<file path="src/include/idu_regs.vh">
`ifndef IDU_REGS_VH
`define IDU_REGS_VH

// ==========================================================================
// register offsets on the serial-port register access port
// ==========================================================================
`define IDU_ADDR_W          16
`define IDU_DATA_W          8
`define IDU_OFS_CHIP_TYPE   16'h0003
`define IDU_OFS_SERIAL_LO   16'h0004
`define IDU_OFS_SERIAL_HI   16'h0005
`define IDU_OFS_DIE_REV     16'h0006
`define IDU_OFS_PROTO_VER   16'h000B
`define IDU_OFS_VENDOR_LO   16'h000C
`define IDU_OFS_VENDOR_HI   16'h000D
`define IDU_OFS_COMMIT      16'h000F

// ==========================================================================
// field positions
// ==========================================================================
`define IDU_CHIP_TYPE_MSB   3
`define IDU_SERIAL_LO_MSB   7
`define IDU_SERIAL_LO_LSB   4
`define IDU_COMMIT_BIT      0

// ==========================================================================
// identification values (arbitrary neutral values)
// ==========================================================================
`define IDU_CHIP_TYPE_VAL   4'hA
`define IDU_SERIAL_VAL      12'h3C7
`define IDU_DIE_REV_VAL     8'h21
`define IDU_PROTO_VER_VAL   8'h12
`define IDU_VENDOR_VAL      16'h9B7E
// split views of the multi-register codes, kept in step with the values above
`define IDU_SERIAL_LO_VAL   4'h7
`define IDU_SERIAL_HI_VAL   8'h3C
`define IDU_VENDOR_LO_VAL   8'h7E
`define IDU_VENDOR_HI_VAL   8'h9B

// ==========================================================================
// reset values and sizes
// ==========================================================================
`define IDU_COMMIT_RST      8'h00
`define IDU_RDATA_RST       8'h00
`define IDU_SHADOW_BYTES    16
`define IDU_SHADOW_W        128
`define IDU_COPY_CYCLES     1

`endif

</file>
<file path="src/design/idu_top.v">
//Function
// - chip type nibble fixed, upper nibble reserved
// - twelve-bit serial split over two registers
// - die revision fixed full byte
// - protocol version fixed byte
// - vendor code low then high byte
// - commit write copies buffered into active
// - commit bit clears itself
// - commit upper seven bits read zero
`timescale 1ns/1ps
`default_nettype none
`include "idu_regs.vh"

module idu_top (
    // clock, reset, enable
    input  wire                      clk,
    input  wire                      arst_n,
    input  wire                      ce,
    // register access from serial port engine
    input  wire [`IDU_ADDR_W-1:0]    regAddr,
    input  wire                      regWrEn,
    input  wire                      regRdEn,
    input  wire [`IDU_DATA_W-1:0]    regWrData,
    output reg  [`IDU_DATA_W-1:0]    regRdData,
    output reg                       regRdValid,
    output reg                       regHit,
    // buffered register image from serial port
    input  wire [`IDU_SHADOW_W-1:0]  shadowBuf,
    // active control registers
    output wire [`IDU_SHADOW_W-1:0]  activeCtrl,
    output reg                       commitDone,
    output reg                       commitPending
);

    // ======================================================================
    // local state
    // ======================================================================
    reg                    commit_reg;
    reg                    commit_next;
    reg                    copyPulse_reg;
    reg [`IDU_DATA_W-1:0]  rdData_next;
    reg                    hit_next;
    wire [`IDU_DATA_W-1:0] idData;
    wire                   idHit;
    wire                   commitSel;
    wire                   commitWrite;

    // ======================================================================
    // identification lookup
    // ======================================================================
    // constant table
    idu_id_rom uRom (
        .addr   (regAddr),
        .idData (idData),
        .idHit  (idHit)
    );

    // ======================================================================
    // commit register
    // ======================================================================
    assign commitSel   = (regAddr == `IDU_OFS_COMMIT);
    assign commitWrite = regWrEn && commitSel && regWrData[`IDU_COMMIT_BIT];

    always @* begin
        commit_next = 1'b0;
        if (commitWrite) begin
            commit_next = 1'b1;
        end
    end

    // request flag, lives exactly one cycle before the copy
    always @(posedge clk or negedge arst_n) begin
        if (!arst_n) begin
            commit_reg    <= 1'b0;
            copyPulse_reg <= 1'b0;
        end else if (ce) begin
            commit_reg    <= commit_next;
            copyPulse_reg <= commit_reg;
        end
    end

    idu_commit_copy uCopy (
        .clk        (clk),
        .arst_n     (arst_n),
        .ce         (ce),
        .load       (commit_reg),
        .bufData    (shadowBuf),
        .activeData (activeCtrl)
    );

    // ======================================================================
    // read path
    // ======================================================================
    // no write path to identification values
    always @* begin
        rdData_next = `IDU_RDATA_RST;
        hit_next    = idHit | commitSel;
        if (idHit) begin
            rdData_next = idData;
        end else if (commitSel) begin
            rdData_next = {7'h00, commit_reg};
        end
    end

    // registered answer, zero for unmapped offsets
    always @(posedge clk or negedge arst_n) begin
        if (!arst_n) begin
            regRdData     <= `IDU_RDATA_RST;
            regRdValid    <= 1'b0;
            regHit        <= 1'b0;
            commitDone    <= 1'b0;
            commitPending <= 1'b0;
        end else if (ce) begin
            regRdValid    <= regRdEn;
            regHit        <= (regRdEn | regWrEn) & hit_next;
            commitDone    <= commit_reg;
            commitPending <= commit_next;
            if (regRdEn) begin
                regRdData <= rdData_next;
            end
        end
    end

endmodule // idu_top
`default_nettype wire

</file>
<file path="src/design/idu_id_rom.v">
`timescale 1ns/1ps
`default_nettype none
`include "idu_regs.vh"

// ==========================================================================
// fixed identification read mux
// ==========================================================================
module idu_id_rom (
    // lookup
    input  wire [`IDU_ADDR_W-1:0] addr,
    // result
    output reg  [`IDU_DATA_W-1:0] idData,
    output reg                    idHit
);

    // constant table, no storage so writes cannot alter it
    always @* begin
        idData = `IDU_RDATA_RST;
        idHit  = 1'b1;
        case (addr)
            `IDU_OFS_CHIP_TYPE: idData = {4'h0, `IDU_CHIP_TYPE_VAL};
            `IDU_OFS_SERIAL_LO: idData = {`IDU_SERIAL_LO_VAL, 4'h0};
            `IDU_OFS_SERIAL_HI: idData = `IDU_SERIAL_HI_VAL;
            `IDU_OFS_DIE_REV:   idData = `IDU_DIE_REV_VAL;
            `IDU_OFS_PROTO_VER: idData = `IDU_PROTO_VER_VAL;
            `IDU_OFS_VENDOR_LO: idData = `IDU_VENDOR_LO_VAL;
            `IDU_OFS_VENDOR_HI: idData = `IDU_VENDOR_HI_VAL;
            default:            idHit  = 1'b0;
        endcase
    end

endmodule // idu_id_rom
`default_nettype wire

</file>
<file path="src/design/idu_commit_copy.v">
`timescale 1ns/1ps
`default_nettype none
`include "idu_regs.vh"

// ==========================================================================
// buffered to active register copy, one lane per byte
// ==========================================================================
module idu_commit_copy (
    // clock and reset
    input  wire                      clk,
    input  wire                      arst_n,
    input  wire                      ce,
    // control
    input  wire                      load,
    // data
    input  wire [`IDU_SHADOW_W-1:0]  bufData,
    output wire [`IDU_SHADOW_W-1:0]  activeData
);

    genvar i;
    generate
        for (i = 0; i < `IDU_SHADOW_BYTES; i = i + 1) begin : gLane
            // one flop byte per lane, single driver each
            reg [7:0] lane_reg;
            // byte lane takes the buffered value on load
            always @(posedge clk or negedge arst_n) begin
                if (!arst_n) begin
                    lane_reg <= 8'h00;
                end else if (ce && load) begin
                    lane_reg <= bufData[i*8 +: 8];
                end
            end
            assign activeData[i*8 +: 8] = lane_reg;
        end
    endgenerate

endmodule // idu_commit_copy
`default_nettype wire

</file>
<file path="config.mk">
export PLATFORM = sky130hd
export DESIGN_NAME = idu_top
export DESIGN_NICKNAME = d
export VERILOG_FILES = /design/src/design/idu_top.v /design/src/design/idu_id_rom.v /design/src/design/idu_commit_copy.v
export VERILOG_INCLUDE_DIRS = /design/src /design/src/include
export SDC_FILE = /design/constraint.sdc
export NUM_CORES = 1
export LEC_CHECK = 0
export BUFFER_PORTS_ARGS = -buffer_cell sky130_fd_sc_hd__buf_2
export CAP_MARGIN = 5
export CORE_AREA = 2 2 114 116
export DETAILED_ROUTE_END_ITERATION = 10
export DIE_AREA = 0 0 116 118
export GPL_TIMING_DRIVEN = 0
export PLACE_DENSITY = 0.79
export SETUP_SLACK_MARGIN = 0.15
export SLEW_MARGIN = 20
export SYNTH_ARGS = -nofsm -noshare
export SYNTH_HDL_FRONTEND = slang
export SYNTH_SLANG_ARGS = --single-unit
</file>
<file path="constraint.sdc">
create_clock -name clk -period 1.8 [get_ports clk]
set_input_delay 0.45 -clock clk [delete_from_list [all_inputs] [get_ports clk]]
set_output_delay 0.45 -clock clk [all_outputs]
set_load 0.03 [all_outputs]
</file>
==> impl_results.md <==
- Status: finished, final reports clean
- Final nets: 802
- Maximum clock path buffer count: 2
- Grt ovf: 0
- Relative slew slack: a little under three quarters
- Routed WL: 13.34 mm
- Critical-path cell list: buf_2
- Final Cycle Share: between 80 and 90%
- NetSw: 1.425 mW
- Post-layout min period: 1.501 ns
- Via/cell ratio: ~4.8
- Slew Limit Fails: 0
- Num CTS Buffers: 17
- Core area: about 12000 sq um
- DRC violations left: 0
- Worst Clk Skew: between 0.007 and 0.008 ns
- Post-synthesis net count: 497
- Clock root buffer: clkbuf_16
- Clk pwr share: roughly 52%
- Antenna violations before repair: 0
- Sink Count: 140
- Global-route track usage on met1: 21.87%
- Non-filler cells, final: between 800 and 900
- Clock slew at reported path FFs: around 0.06 ns
- Flop pwr share: 43.6%
- Share of cells above drive strength 1: between 70% and 80%
- Most frequent cells in the layout: 288 x buf_2, 140 x dfrtp_1, 119 x mux2_2
- Worst Tran Pin Value: about 0.43 ns
- RSZ-0062 raised after global routing: no
- Largest family of logic cells by synthesized area: multiplexers
- Crit. End Element: primary output
- HP Class: primary input to register
- Post-synthesis sequential area ratio: a little under two thirds
- Compound-Gate Fraction of Synth Area: 2.539%
- CP required: 1.35 ns
- Number of global-route vias before repair: between 4000 and 5000
- Max Cap Viol: 0
- Hold_ws: 0.2665 ns
- Top Family by Delay on Critical Path: flip-flops
- Mux share of post-synthesis cell area: 26.99%
- Overall power: 7.236 mW
- Worst-path fanout max: 4
- Post_cts resized: 0
- Post-Place Setup Slack: 0.2201 ns
- Crit start category: register
- Bufs and invs on worst path: 1
- Die width: 116 microns
- Initial Utilization: between 40 and 50%
- Die H: 118 microns
- Setup_tns: 0 ns
- PwrDens: 921.5 nW/um^2
- Critical path data arrival time: approximately 1.1 ns
- Internal power: 5.811 mW
- Number of detailed-route iterations in the first pass: 4
- Die ar.: 13690 sq um
- Hold Fails Final Rpt: 0
- Commonest non-fill, non-tap cell in the layout: buf_2
- First-pass GRT wire length: 21.47 mm
- Routed len/inst: between 15 and 20 microns
- Placed cells: between 700 and 800
- Total Routing Usage GR: 20.33%
- Yosys warnings: 0
- Leakage power: 4.661 nW
- Switching share of power: 19.69%
- Clock latency on the worst-skew pair: 0.41 ns
- Dpl hpwl: 10.26 mm
- FMAX: 666.4 MHz
- Worst setup path class: register to primary output
- Antenna viol nets, final: 0
- I/O Buffers: 284
- DR iter-0 viols: 149
- Worst ir drop on vdd: 0.5674 mV
- #FFs+latches synth: 140
- Post-synthesis xor/xnor area fraction: 0.1587%
- Mapped Cells: 340
- M3 GR Usage: 6.746%
- IO Pins: 297
- Yosys cell types: 27
- Row count: between 40 and 50
- Final Setup Violations: 0
- Biggest cell delay along the critical path: 0.41 ns
- CTS H-Tree Depth: 4
- Setup ws final: 0.2995 ns
- Routability congestion estimate: 0.8234
- Synth Area in Adders: 0.1813%
- Grt peak-use layer: met2
- Cell Area, Synth: 5520 sq um
- Antenna Cells: 0
- Post-Synth Simple-Gate Area: 3.150%
- Comb pwr share: roughly 4.1%
- M2 GR Usage: 35.64%
- Synthesis-to-layout area growth: 42.25%
- Post-synthesis area per instance: 16.24 sq um
- Worst path slowest cell: dfrtp_1
- Via count: about 4000
- CTS tree: yes
- Pin count of the biggest net entering global routing: 89
- Max FFs per register: 128
==> layer usage <==
metal | part of all wire [%] | vias to the layer above
li1 | - | 1815
met1 | 36 | 1943
met2 | 53 | 190
met3 | 8.2 | 32
met4 | 2.7 | 0
met5 | 0 | -
==> power groups by stage <==
stage | logic [mW] | registers, mW | clock network [mW]
6_report | 0.295 | 3.15 | 3.79
5_1_grt | 0.334 | 3.15 | 4.02
4_1_cts | 0.301 | 3.15 | 3.87
3_5_place_dp | 0.298 | 3.21 | 0
3_3_place_gp | 0.275 | 3.21 | 0
2_1_floorplan | 0.0497 | 3.21 | 0
==> cells in the mapped netlist (all sizes together) <==
cell     instances  area [sq um]
dfrtp          140          3503
mux2           129          1490
buf             19         178.9
nand2           14         55.06
o31ai            9         67.56
nand3            4         25.02
inv              3         11.26
nor2b            3         18.77
nor4             3         55.05
o21ai            3         15.01
a2bb2oi          2         17.52
nor2             2         7.510
a22oi            1         7.510
a31oi            1         6.260
clkbuf           1         3.750
maj3             1         10.01
nand2b           1         6.260
nand4            1         6.260
o32a             1         10.01
o41ai            1         16.27
xnor2            1         8.760
==> stage by stage <==
step	cell area (sq um)	util, %
global placement	7157	57.65
finish	7853	63.25
global route	7853	63.25
floorplan	5520	-
CTS	7853	63.25
detailed placement	7194	57.95
==> kinds of logic (layout without fill, tap and decap cells) <==
| group | Yosys count | in the layout |
|---|---|---|
| and+or+nand+nor | 28 | 28 |
| DFF | 140 | 140 |
| AOI/OAI and AO/OA | 18 | 18 |
| xor gates and xnor gates | 1 | 1 |
| buffers and inverters | 23 | 341 |
| adders and majority gates | 1 | 1 |
| muxes | 129 | 129 |
==> timing repair <==
item | 4_1_cts | 5_1_grt
endpoints found under the hold margin | 52 | 0
buffers inserted | 0 | 0
hold buffers | 1 | 0
==> final cells by class <==
class	instances	area, sq um
Tap cell	172	215.2
Multi-Input combinational cell	177	1823
Fill cell	964	4562
Clock buffer	19	452.9
Clock inverter	13	195.2
Inverter	3	11.26
Buffer	20	182.7
Timing Repair Buffer	286	1469
Sequential cell	140	3503
==> worst paths after layout <==
path / slack [ns] / end / cells after the start / from
setup reg to reg: 0.40 / uCopy.gLane[12].lane_reg[0] / 4 / commitPending
max in group asynchronous: 0.48 / uCopy.gLane[12].lane_reg[0] / 3 / arst_n
hold / removal: 0.27 / uCopy.gLane[2].lane_reg[7] / 2 / shadowBuf[23]
min in group asynchronous: 0.57 / uCopy.gLane[0].lane_reg[2] / 2 / arst_n
hold reg to reg: 0.49 / regHit / 2 / regHit
setup / recovery: 0.30 / commitPending / 1 / commitPending
(Power assumes the default switching activity.)
